### config.mk
export PLATFORM = sky130hd
export DESIGN_NAME = can_transceiver_mode_wake_logic
export DESIGN_NICKNAME = d
export VERILOG_FILES = /design/src/hdl/can_xcvr_pkg.sv /design/src/hdl/can_transceiver_mode_wake_logic.sv /design/src/hdl/can_rx_event_buffer.sv
export VERILOG_INCLUDE_DIRS = /design/src /design/src/hdl
export SDC_FILE = /design/constraint.sdc
export NUM_CORES = 1
export LEC_CHECK = 0
export ABC_AREA = 0
export BUFFER_PORTS_ARGS = -buffer_cell sky130_fd_sc_hd__buf_2
export CORE_ASPECT_RATIO = 0.5
export CORE_MARGIN = 2
export CORE_UTILIZATION = 45
export CTS_BUF_LIST = sky130_fd_sc_hd__clkbuf_8
export DETAILED_ROUTE_END_ITERATION = 8
export PLACE_DENSITY = 0.73
export SLEW_MARGIN = 30
export SYNTH_ARGS = -nofsm -noshare
export SYNTH_HDL_FRONTEND = slang
export SYNTH_HIERARCHICAL = 1
export SYNTH_SLANG_ARGS = --single-unit
### constraint.sdc
create_clock -name sys_clk -period 2.5 [get_ports sys_clk]
set_input_delay 0.25 -clock sys_clk [delete_from_list [all_inputs] [get_ports sys_clk]]
set_output_delay 0.25 -clock sys_clk [all_outputs]
set_load 0.01 [all_outputs]
### src/hdl/can_xcvr_consts.svh
// Constants for the CAN transceiver mode, wake-up and fail-safe logic
`ifndef CAN_XCVR_CONSTS_SVH
`define CAN_XCVR_CONSTS_SVH

// ==========================================================
// Clock and timebase
`define CLK_MHZ              50
`define TICK_NS              1000
`define TICK_CYCLES          ((`TICK_NS * `CLK_MHZ + 999) / 1000)
`define TICK_W               8

// ==========================================================
// Default thresholds, counted in timebase ticks
`define CNT_W                16
`define WAKE_DOM_MIN_TICKS   16'h0005
`define WAKE_REC_MIN_TICKS   16'h0005
`define WAKE_FILTER_TICKS    16'h0001
`define WAKE_TIMEOUT_TICKS   16'h03E8
`define TXD_DOM_TIMEOUT_TICKS 16'h03E8

// ==========================================================
// Input synchroniser bit positions
`define SYN_W                11
`define SYN_TXD              0
`define SYN_TXD_DRV          1
`define SYN_STB              2
`define SYN_STB_DRV          3
`define SYN_BUS_DOM          4
`define SYN_LP_DOM           5
`define SYN_UV_STB           6
`define SYN_UV_IO            7
`define SYN_UV_MAIN          8
`define SYN_OT               9
`define SYN_VIO              10

// ==========================================================
// Receive event buffer
`define EVT_W                2
`define EVT_BIT_LEVEL        0
`define EVT_BIT_STANDBY      1

`endif

### src/hdl/can_xcvr_pkg.sv
// Types for the CAN transceiver mode, wake-up and fail-safe logic
package can_xcvr_pkg;

	// Operating mode, one-hot
	typedef enum logic [2:0] {
		MODE_OFF     = 3'h1,
		MODE_NORMAL  = 3'h2,
		MODE_STANDBY = 3'h4
	} mode_e;

	// Wake-up pattern detector, one-hot
	typedef enum logic [4:0] {
		WK_IDLE = 5'h01,
		WK_DOM1 = 5'h02,
		WK_REC  = 5'h04,
		WK_DOM2 = 5'h08,
		WK_DONE = 5'h10
	} wake_e;

	typedef logic [15:0] count_t;
	typedef logic [1:0]  event_t;

endpackage : can_xcvr_pkg

### src/hdl/can_transceiver_mode_wake_logic.sv
// Mode control, bus wake-up detection and fail-safe logic of a CAN transceiver
//
// Behaviour
// - Low standby-select with good supplies selects Normal
// - Normal: transmit low drives dominant, high recessive
// - Normal: receive output low dominant, high recessive
// - High standby-select: Standby, transmitter and receiver off
// - Standby: bus biased to ground, never dominant
// - Standby: receive high until wake, then follows
// - Low standby-select in Standby returns to Normal
// - Wake needs dominant, recessive, dominant minimum phases
// - Short intervals between qualifying phases are ignored
// - Pattern not done within time-out resets detector
// - After wake stay Standby, mirror bus on receive
// - Standby: phases below filter time are invisible
// - No wake on Normal, time-out or switch-off undervoltage
// - Transmit low too long disables the transmitter
// - Transmit high clears the dominant timer
// - Floating transmit and standby-select read high
// - Standby undervoltage forces Standby, ignores select
// - Switch-off undervoltage disengages from bus entirely
// - Overtemperature disables drivers until cool and transmit high
`timescale 1ns/1ps
`default_nettype none
`include "can_xcvr_consts.svh"

module can_transceiver_mode_wake_logic #(
	parameter logic [15:0] WAKE_DOM_MIN    = `WAKE_DOM_MIN_TICKS,
	parameter logic [15:0] WAKE_REC_MIN    = `WAKE_REC_MIN_TICKS,
	parameter logic [15:0] WAKE_FILTER     = `WAKE_FILTER_TICKS,
	parameter logic [15:0] WAKE_TIMEOUT    = `WAKE_TIMEOUT_TICKS,
	parameter logic [15:0] TXD_DOM_TIMEOUT = `TXD_DOM_TIMEOUT_TICKS
) (
	input  wire logic                 sys_clk,
	input  wire logic                 sys_rst,
	input  wire logic                 txd_pin,
	input  wire logic                 txd_driven,
	input  wire logic                 stb_pin,
	input  wire logic                 stb_driven,
	input  wire logic                 bus_dominant,
	input  wire logic                 lp_bus_dominant,
	input  wire logic                 main_supply_standby_undervoltage,
	input  wire logic                 io_supply_switchoff_undervoltage,
	input  wire logic                 main_supply_switchoff_undervoltage,
	input  wire logic                 over_temperature,
	input  wire logic                 io_supply_present,
	output var  logic                 rxd,
	output var  logic                 bus_drive_dominant,
	output var  logic                 bus_bias_ground,
	output var  logic                 bus_disengaged,
	output var  logic                 normal_mode,
	output var  logic                 wake_detected,
	output var  logic                 txd_timed_out,
	output var  logic                 thermal_shutdown,
	output var  can_xcvr_pkg::event_t rx_event_data,
	output var  logic                 rx_event_valid,
	input  wire logic                 rx_event_ready,
	output var  logic                 rx_event_accept
);
	import can_xcvr_pkg::*;

	localparam logic [7:0] TICK_LAST = 8'(`TICK_CYCLES - 1);

	// ==========================================================
	// Helpers

	// Saturating increment keeps long phases from wrapping a counter
	function automatic count_t sat_inc(input count_t v);
		sat_inc = (v == 16'hFFFF) ? v : count_t'(v + 16'h0001);
	endfunction : sat_inc

	// ==========================================================
	// Declarations
	logic [`SYN_W-1:0] sync1_q;
	logic [`SYN_W-1:0] sync2_q;
	logic              vio_q;
	logic              strap_taken_q;
	logic [7:0]        tick_cnt_q;
	logic              tick_q;
	logic              txd_eff;
	logic              stb_eff;
	logic              uv_switchoff;
	logic              uv_standby;
	mode_e             mode_q;
	mode_e             mode_d;
	logic              lp_filt_q;
	count_t            filt_cnt_q;
	wake_e             wake_q;
	count_t            run_cnt_q;
	count_t            wake_to_q;
	logic              wake_abort;
	count_t            txd_cnt_q;
	logic              txd_to_q;
	logic              ot_q;
	logic              rxd_d;
	logic              evt_push_q;
	event_t            evt_data_q;
	logic              evt_ready;

	// ==========================================================
	// Input synchronisers

	// Every pin crosses two flops; nothing reads the first stage
	always_ff @(posedge sys_clk) begin
		if (sys_rst) begin
			sync1_q <= 11'h000;
			sync2_q <= 11'h000;
		end else begin
			sync1_q <= {io_supply_present, over_temperature,
			            main_supply_switchoff_undervoltage,
			            io_supply_switchoff_undervoltage,
			            main_supply_standby_undervoltage, lp_bus_dominant,
			            bus_dominant, stb_driven, stb_pin, txd_driven, txd_pin};
			sync2_q <= sync1_q;
		end
	end

	// Variant strap caught once, after the synchroniser has settled
	always_ff @(posedge sys_clk) begin
		if (sys_rst) begin
			vio_q         <= 1'b0;
			strap_taken_q <= 1'b0;
		end else if (!strap_taken_q && tick_q) begin
			vio_q         <= sync2_q[`SYN_VIO];
			strap_taken_q <= 1'b1;
		end
	end

	// Undriven inputs read high through the internal pull-ups
	assign txd_eff = sync2_q[`SYN_TXD_DRV] ? sync2_q[`SYN_TXD] : 1'b1;
	assign stb_eff = sync2_q[`SYN_STB_DRV] ? sync2_q[`SYN_STB] : 1'b1;

	// Switch-off level comes from the I/O supply when that pin exists
	assign uv_switchoff = vio_q ? sync2_q[`SYN_UV_IO] : sync2_q[`SYN_UV_MAIN];
	assign uv_standby   = sync2_q[`SYN_UV_STB];

	// ==========================================================
	// Timebase

	// One tick per microsecond; all thresholds count these
	always_ff @(posedge sys_clk) begin
		if (sys_rst) begin
			tick_cnt_q <= 8'h00;
			tick_q     <= 1'b0;
		end else if (tick_cnt_q == TICK_LAST) begin
			tick_cnt_q <= 8'h00;
			tick_q     <= 1'b1;
		end else begin
			tick_cnt_q <= tick_cnt_q + 8'h01;
			tick_q     <= 1'b0;
		end
	end

	// ==========================================================
	// Mode control

	// Switch-off beats standby undervoltage, which beats the select pin
	always_comb begin
		if (uv_switchoff) begin
			mode_d = MODE_OFF;
		end else if (uv_standby) begin
			mode_d = MODE_STANDBY;
		end else if (stb_eff) begin
			mode_d = MODE_STANDBY;
		end else begin
			mode_d = MODE_NORMAL;
		end
	end

	// Reset lands in Standby, the state a floating select gives
	always_ff @(posedge sys_clk) begin
		if (sys_rst) begin
			mode_q <= MODE_STANDBY;
		end else begin
			mode_q <= mode_d;
		end
	end

	// ==========================================================
	// Low-power monitor filter

	// Level must hold for the filter time before the monitor sees it
	always_ff @(posedge sys_clk) begin
		if (sys_rst) begin
			lp_filt_q  <= 1'b0;
			filt_cnt_q <= 16'h0000;
		end else if (sync2_q[`SYN_LP_DOM] == lp_filt_q) begin
			filt_cnt_q <= 16'h0000;
		end else if (tick_q) begin
			if (sat_inc(filt_cnt_q) >= WAKE_FILTER) begin
				lp_filt_q  <= sync2_q[`SYN_LP_DOM];
				filt_cnt_q <= 16'h0000;
			end else begin
				filt_cnt_q <= sat_inc(filt_cnt_q);
			end
		end
	end

	// ==========================================================
	// Wake-up pattern detector

	// Normal mode, time-out or switch-off throws the pattern away
	assign wake_abort = (mode_q != MODE_STANDBY) || uv_switchoff
	                    || (wake_q != WK_IDLE && wake_q != WK_DONE
	                        && wake_to_q >= WAKE_TIMEOUT);

	// Run counter measures the current qualifying phase; a wrong-level
	// glitch only restarts it, so short intervals never fail the pattern
	always_ff @(posedge sys_clk) begin
		if (sys_rst) begin
			wake_q    <= WK_IDLE;
			run_cnt_q <= 16'h0000;
		end else if (wake_abort) begin
			wake_q    <= WK_IDLE;
			run_cnt_q <= 16'h0000;
		end else begin
			unique case (wake_q)
				WK_IDLE: begin
					run_cnt_q <= 16'h0000;
					if (lp_filt_q) begin
						wake_q <= WK_DOM1;
					end
				end
				WK_DOM1: begin
					if (!lp_filt_q) begin
						run_cnt_q <= 16'h0000;
					end else if (tick_q) begin
						if (sat_inc(run_cnt_q) >= WAKE_DOM_MIN) begin
							wake_q    <= WK_REC;
							run_cnt_q <= 16'h0000;
						end else begin
							run_cnt_q <= sat_inc(run_cnt_q);
						end
					end
				end
				WK_REC: begin
					if (lp_filt_q) begin
						run_cnt_q <= 16'h0000;
					end else if (tick_q) begin
						if (sat_inc(run_cnt_q) >= WAKE_REC_MIN) begin
							wake_q    <= WK_DOM2;
							run_cnt_q <= 16'h0000;
						end else begin
							run_cnt_q <= sat_inc(run_cnt_q);
						end
					end
				end
				WK_DOM2: begin
					if (!lp_filt_q) begin
						run_cnt_q <= 16'h0000;
					end else if (tick_q) begin
						if (sat_inc(run_cnt_q) >= WAKE_DOM_MIN) begin
							wake_q    <= WK_DONE;
							run_cnt_q <= 16'h0000;
						end else begin
							run_cnt_q <= sat_inc(run_cnt_q);
						end
					end
				end
				WK_DONE: begin
					// Held until Standby is left, by the host or by switch-off undervoltage
					run_cnt_q <= 16'h0000;
				end
				default: begin
					wake_q    <= WK_IDLE;
					run_cnt_q <= 16'h0000;
				end
			endcase
		end
	end

	// Overall pattern timer runs from the first dominant edge
	always_ff @(posedge sys_clk) begin
		if (sys_rst) begin
			wake_to_q <= 16'h0000;
		end else if (wake_abort || wake_q == WK_IDLE || wake_q == WK_DONE) begin
			wake_to_q <= 16'h0000;
		end else if (tick_q) begin
			wake_to_q <= sat_inc(wake_to_q);
		end
	end

	// ==========================================================
	// Transmit dominant time-out

	// Timer only runs while transmit is low; high clears it at once
	always_ff @(posedge sys_clk) begin
		if (sys_rst) begin
			txd_cnt_q <= 16'h0000;
			txd_to_q  <= 1'b0;
		end else if (txd_eff) begin
			txd_cnt_q <= 16'h0000;
			txd_to_q  <= 1'b0;
		end else if (tick_q) begin
			txd_cnt_q <= sat_inc(txd_cnt_q);
			if (sat_inc(txd_cnt_q) > TXD_DOM_TIMEOUT) begin
				txd_to_q <= 1'b1;
			end
		end
	end

	// ==========================================================
	// Thermal shutdown latch

	// Release also waits for transmit high so a hot part cannot oscillate
	always_ff @(posedge sys_clk) begin
		if (sys_rst) begin
			ot_q <= 1'b0;
		end else if (sync2_q[`SYN_OT]) begin
			ot_q <= 1'b1;
		end else if (txd_eff) begin
			ot_q <= 1'b0;
		end
	end

	// ==========================================================
	// Bus side outputs

	// Drive only in Normal; Standby and off never drive dominant
	always_ff @(posedge sys_clk) begin
		if (sys_rst) begin
			bus_drive_dominant <= 1'b0;
			bus_bias_ground    <= 1'b1;
			bus_disengaged     <= 1'b0;
		end else begin
			bus_drive_dominant <= (mode_d == MODE_NORMAL) && !txd_eff
			                      && !txd_to_q && !ot_q;
			bus_bias_ground    <= (mode_d == MODE_STANDBY);
			bus_disengaged     <= (mode_d == MODE_OFF);
		end
	end

	// ==========================================================
	// Receive output

	// Standby shows the filtered monitor only once a wake is held
	always_comb begin
		unique case (mode_q)
			MODE_NORMAL:  rxd_d = !sync2_q[`SYN_BUS_DOM];
			MODE_STANDBY: rxd_d = (wake_q == WK_DONE) ? !lp_filt_q : 1'b1;
			MODE_OFF:     rxd_d = 1'b1;
			default:      rxd_d = 1'b1;
		endcase
	end

	// Status outputs registered next to the receive pin
	always_ff @(posedge sys_clk) begin
		if (sys_rst) begin
			rxd              <= 1'b1;
			normal_mode      <= 1'b0;
			wake_detected    <= 1'b0;
			txd_timed_out    <= 1'b0;
			thermal_shutdown <= 1'b0;
		end else begin
			rxd              <= rxd_d;
			normal_mode      <= (mode_q == MODE_NORMAL);
			wake_detected    <= (wake_q == WK_DONE);
			txd_timed_out    <= txd_to_q;
			thermal_shutdown <= ot_q;
		end
	end

	// ==========================================================
	// Receive event stream

	// Each change of the receive level is offered as one event; the pin
	// itself cannot wait, so a full buffer shows on rx_event_accept
	always_ff @(posedge sys_clk) begin
		if (sys_rst) begin
			evt_push_q <= 1'b0;
			evt_data_q <= 2'h0;
		end else if (rxd_d != rxd) begin
			evt_push_q <= 1'b1;
			evt_data_q <= {(mode_q == MODE_STANDBY), rxd_d};
		end else if (evt_ready) begin
			evt_push_q <= 1'b0;
		end
	end

	can_rx_event_buffer u_rx_event_buffer (
		.sys_clk   (sys_clk),
		.sys_rst   (sys_rst),
		.in_data   (evt_data_q),
		.in_valid  (evt_push_q),
		.in_ready  (evt_ready),
		.out_data  (rx_event_data),
		.out_valid (rx_event_valid),
		.out_ready (rx_event_ready)
	);

	// Buffer ready mirrored out through a flop
	always_ff @(posedge sys_clk) begin
		if (sys_rst) begin
			rx_event_accept <= 1'b1;
		end else begin
			rx_event_accept <= evt_ready;
		end
	end

endmodule : can_transceiver_mode_wake_logic

`default_nettype wire

### src/hdl/can_rx_event_buffer.sv
// Two-entry skid buffer for receive-level change events
`timescale 1ns/1ps
`default_nettype none

module can_rx_event_buffer (
	input  wire logic                 sys_clk,
	input  wire logic                 sys_rst,
	input  wire can_xcvr_pkg::event_t in_data,
	input  wire logic                 in_valid,
	output var  logic                 in_ready,
	output var  can_xcvr_pkg::event_t out_data,
	output var  logic                 out_valid,
	input  wire logic                 out_ready
);
	import can_xcvr_pkg::*;

	event_t skid_q;
	logic   skid_valid_q;
	logic   skid_valid_d;
	logic   push;
	logic   drain;

	// ==========================================================
	// Handshake terms
	assign push  = in_valid & in_ready;
	assign drain = out_ready | ~out_valid;

	// Skid slot fills only when the head is stalled
	always_comb begin
		skid_valid_d = skid_valid_q;
		if (drain) begin
			skid_valid_d = skid_valid_q & push;
		end else if (push) begin
			skid_valid_d = 1'b1;
		end
	end

	// Head and skid storage
	always_ff @(posedge sys_clk) begin
		if (sys_rst) begin
			out_valid    <= 1'b0;
			skid_valid_q <= 1'b0;
			in_ready     <= 1'b1;
			out_data     <= 2'h0;
			skid_q       <= 2'h0;
		end else begin
			skid_valid_q <= skid_valid_d;
			// Ready registered so the source sees full one edge ahead
			in_ready     <= ~skid_valid_d;
			if (drain) begin
				if (skid_valid_q) begin
					out_data  <= skid_q;
					out_valid <= 1'b1;
					if (push) begin
						skid_q <= in_data;
					end
				end else begin
					out_valid <= push;
					if (push) begin
						out_data <= in_data;
					end
				end
			end else if (push) begin
				skid_q <= in_data;
			end
		end
	end

endmodule : can_rx_event_buffer

`default_nettype wire

==> flow_summary.yaml <==
status:
  status: "finished, final reports clean"
cts:
  cts-buffers-inserted: 17
  cts.sinks: 126
  clk_latency_ns: 0.43
  root_buffer: "clkbuf_8"
  path_clk_slew_ns: 0.07
  cts_hold_buf: 0
  h-tree-depth: 4
  cts_tree: "built"
  clk_path_buf_depth: 2
timing:
  max_freq_ghz: 0.466
  clock_skew_ns: 0.00981
  hold_violations: 0
  tightestPinTransition_ns: 0.569
  rsz0062_at_grt: "false"
  timing.hold.ws_ns: 0.0360
  drv_slew: 0
  fin_tns_setup_ns: 0
  min_period_ns: 2.15
  setup_slack_ns: 0.353
  period_share_pct: 85.9
  slew_headroom_pct: 61.7
  finalSetupViolCount: 0
job:
  maxCapViolCount: 0
hold_path:
  hold_path.class: "in -> reg"
critical_path:
  crit_path_start: "filt_cnt_q[1]$_SDFFE_PP0P_"
  endpoint_kind: "register"
  crit_path_max_fanout: 6
  r2r.worst_path.cells: 7
  startpoint_type: "register"
  path_depth: 7
  worst-path-buf-inv: 0
  cp_slowest_cell: "nor4_4"
  r2r_start: "filt_cnt_q[1]$_SDFFE_PP0P_"
  rrSetupSlack_ns: 0.35
  crit_chain: "ha_1 > nand4_2 > nor4_4 > or2_2 > a22oi_1 > o41ai_2 > mux2i_1"
  reg2reg_to: "lp_filt_q$_SDFFE_PP0P_"
  cp_data_required_time_ns: 2.86
  max_stage_delay_ns: 0.40
  crit_family: "simple AND/OR/NAND/NOR gates"
  worstPathArrival_ns: 2.50
  cp-endpoint: "lp_filt_q$_SDFFE_PP0P_"
  path_class: "reg -> reg"
synth:
  synth_top_area_share_pct: 46.1
  synth_edf_count: 0
  synthXorXnorAreaFrac_pct: 4.96
  syn_avg_cell_area_um2: 9.15
  yosysTopAreaCell: "dfxtp_1"
  netlist_area_mm2: 0.00547
  synth_compound_area_share_pct: 11.2
  async_reset_ff_share_pct: 0
  synthTopCellsByArea: "dfxtp_1 (46%), nor2_1 (4.2%), and2_1 (3.9%)"
  synth_top_family_by_area: "simple AND/OR/NAND/NOR gates"
  ys_ff_latch: 126
  synth.most_common_cell: "dfxtp_1"
  synthAdderAreaFrac_pct: 1.60
  ys_types: 68
  ys_seq_area_share_pct: 46.1
  synthMuxAreaShare_pct: 3.32
  yosys_warnings: 6
  syn_inst: 598
  yosys_most_used_dff: "dfxtp_1"
  synth_top_cells_by_count: "dfxtp_1 (126), nor2_1 (61), nand2_1 (40), and2_1 (34), nor2b_1 (34)"
  synthSimpleGateAreaFrac_pct: 29.9
global_routing:
  grt_usage_pct: 15.6
  globalRoute.totalOverflow: 0
  grt_use_met3_pct: 5.76
  grt_util_met1_pct: 18.8
  grt_max_degree: 37
  grt_pass1_vias: 3740
  busiest_layer: "met2"
  use_met2_pct: 26.2
  antenna_found_initial: 0
  grt_pass1_wl_um: 16500
place:
  place_congestion: 0.843
  dp.cells: 773
  hpwlAfterDp_um: 6660
  port_buffers: 25
  dp_worst_setup_slack_ns: 0.219
  place_area_mm2: 0.00574
drt:
  ant_nets: 0
  drc: 0
  routed_wl_um: 9610
  drtIter0Drc: 165
  drtPass1Iterations: 4
  route.vias.total: 4148
  vias_per_cell: 5.15
  wire_per_inst_um: 11.9
layout:
  final-instance-count-excl-fill: 805
  nets: 648
  finalInstanceArea_mm2: 0.00619
  diodes: 0
  area_growth_pct: 13.2
  layout-drive-gt1-share_pct: 12.7
  final_util_pct: 52.3
pwr:
  power_mw: 4.04
  power_density_mw_per_mm2: 653
  p_leak_nw: 2.29
  peakVddDrop_uv: 309
floorplanning:
  start_util_pct: 46.2
  die_width_um: 160
  num_rows: 28
  die_area_mm2: 0.0131
  die_y_um: 82.0
  io_pins: 26
  coreArea_mm2: 0.0118
==> worst reg2reg max path, cell delays in order (launching register included) <==
cell,delay [ns]
dfxtp_1,0.39
ha_1,0.25
nand4_2,0.23
nor4_4,0.40
or2_2,0.18
a22oi_1,0.07
o41ai_2,0.35
mux2i_1,0.21
==> state kept, by name, indices dropped and copies added (netlist names), 2 cells and up <==
register and count:
wake_q 5, u_rx_event_buffer/skid_q 2, sync2_q 11, evt_data_q 2, tick_cnt_q 8, run_cnt_q 16
wake_to_q 16, u_rx_event_buffer/out_data 2, filt_cnt_q 16, sync1_q 11, txd_cnt_q 16, mode_q 3
==> cell families (layout without fill, tap and decap cells) <==
group / after synthesis / count (layout)
AOI/OAI and AO/OA: 87 / 87
xor gates and xnor gates: 31 / 31
adders and majority gates: 7 / 7
buffers and inverters: 35 / 72
DFF: 126 / 126
muxes: 18 / 18
other: 1 / 6
and+or+nand+nor: 293 / 293
==> cell usage in the layout, fill, tap and decap left out, drive strengths merged, types with 3 or more instances in the layout <==
cell      count
nand3        25
o211a         3
or2           5
nand2b       15
a21boi        3
nor3b         6
or3           5
clkinvlp      3
nand4        22
bufinv        4
mux2i        17
nor4b         3
dfxtp       126
a31oi         7
ha            7
and2         35
nand2        40
o41ai         3
nor3         16
nand3b        3
nor4          4
xor2         19
conb          6
and4          5
a21oi        24
buf          31
and3          6
nor2b        34
o211ai        7
nor2         62
o21ai        15
clkbuf       20
xnor2        12
a21o          4
a22oi         3
inv          13
==> how the worst min path moves through the flow <==
stage               slack (ns)                     to                   from  cells past startpoint
floorplan                 0.38  sync1_q[0]$_SDFF_PP0_                txd_pin                      1
global placement          0.42  sync2_q[2]$_SDFF_PP0_  sync1_q[2]$_SDFF_PP0_                      1
detailed placement        0.42  sync2_q[0]$_SDFF_PP0_  sync1_q[0]$_SDFF_PP0_                      1
CTS                      0.007  sync1_q[4]$_SDFF_PP0_           bus_dominant                      2
global route             0.008  sync1_q[4]$_SDFF_PP0_           bus_dominant                      2
finish                    0.04  sync1_q[4]$_SDFF_PP0_           bus_dominant                      2
==> final cells by class <==
type,count,area (um2)
clock buffers,20,275
well taps,165,206
repair buffers,31,170
fillers,1094,5650
multi-input cells,442,2820
inverters,9,33.8
flip-flops and latches,126,2520
clock inverters,12,168
==> where the power goes <==
group	internal [mW]	total, mW	leakage (nW)	switching [mW]
Sequential	2.04	2.05	1.02	0.0132
Combinational	0.0333	0.0719	1.04	0.0386
Clock	1.16	1.92	0.225	0.765
Total	3.23	4.04	2.29	0.817
==> repair_timing <==
action | 4_1_cts | 5_1_grt
resized for setup | 0 | 2
endpoints found under the setup margin | 0 | 4
buffers inserted | 0 | 0
==> routing by layer <==
metal,vias up,part of all wire [%]
li1,2132,-
met1,1943,49
met2,66,46
met3,7,3.7
met4,0,0.79
met5,-,0
Note: power is estimated with default switching activity, not from simulation.
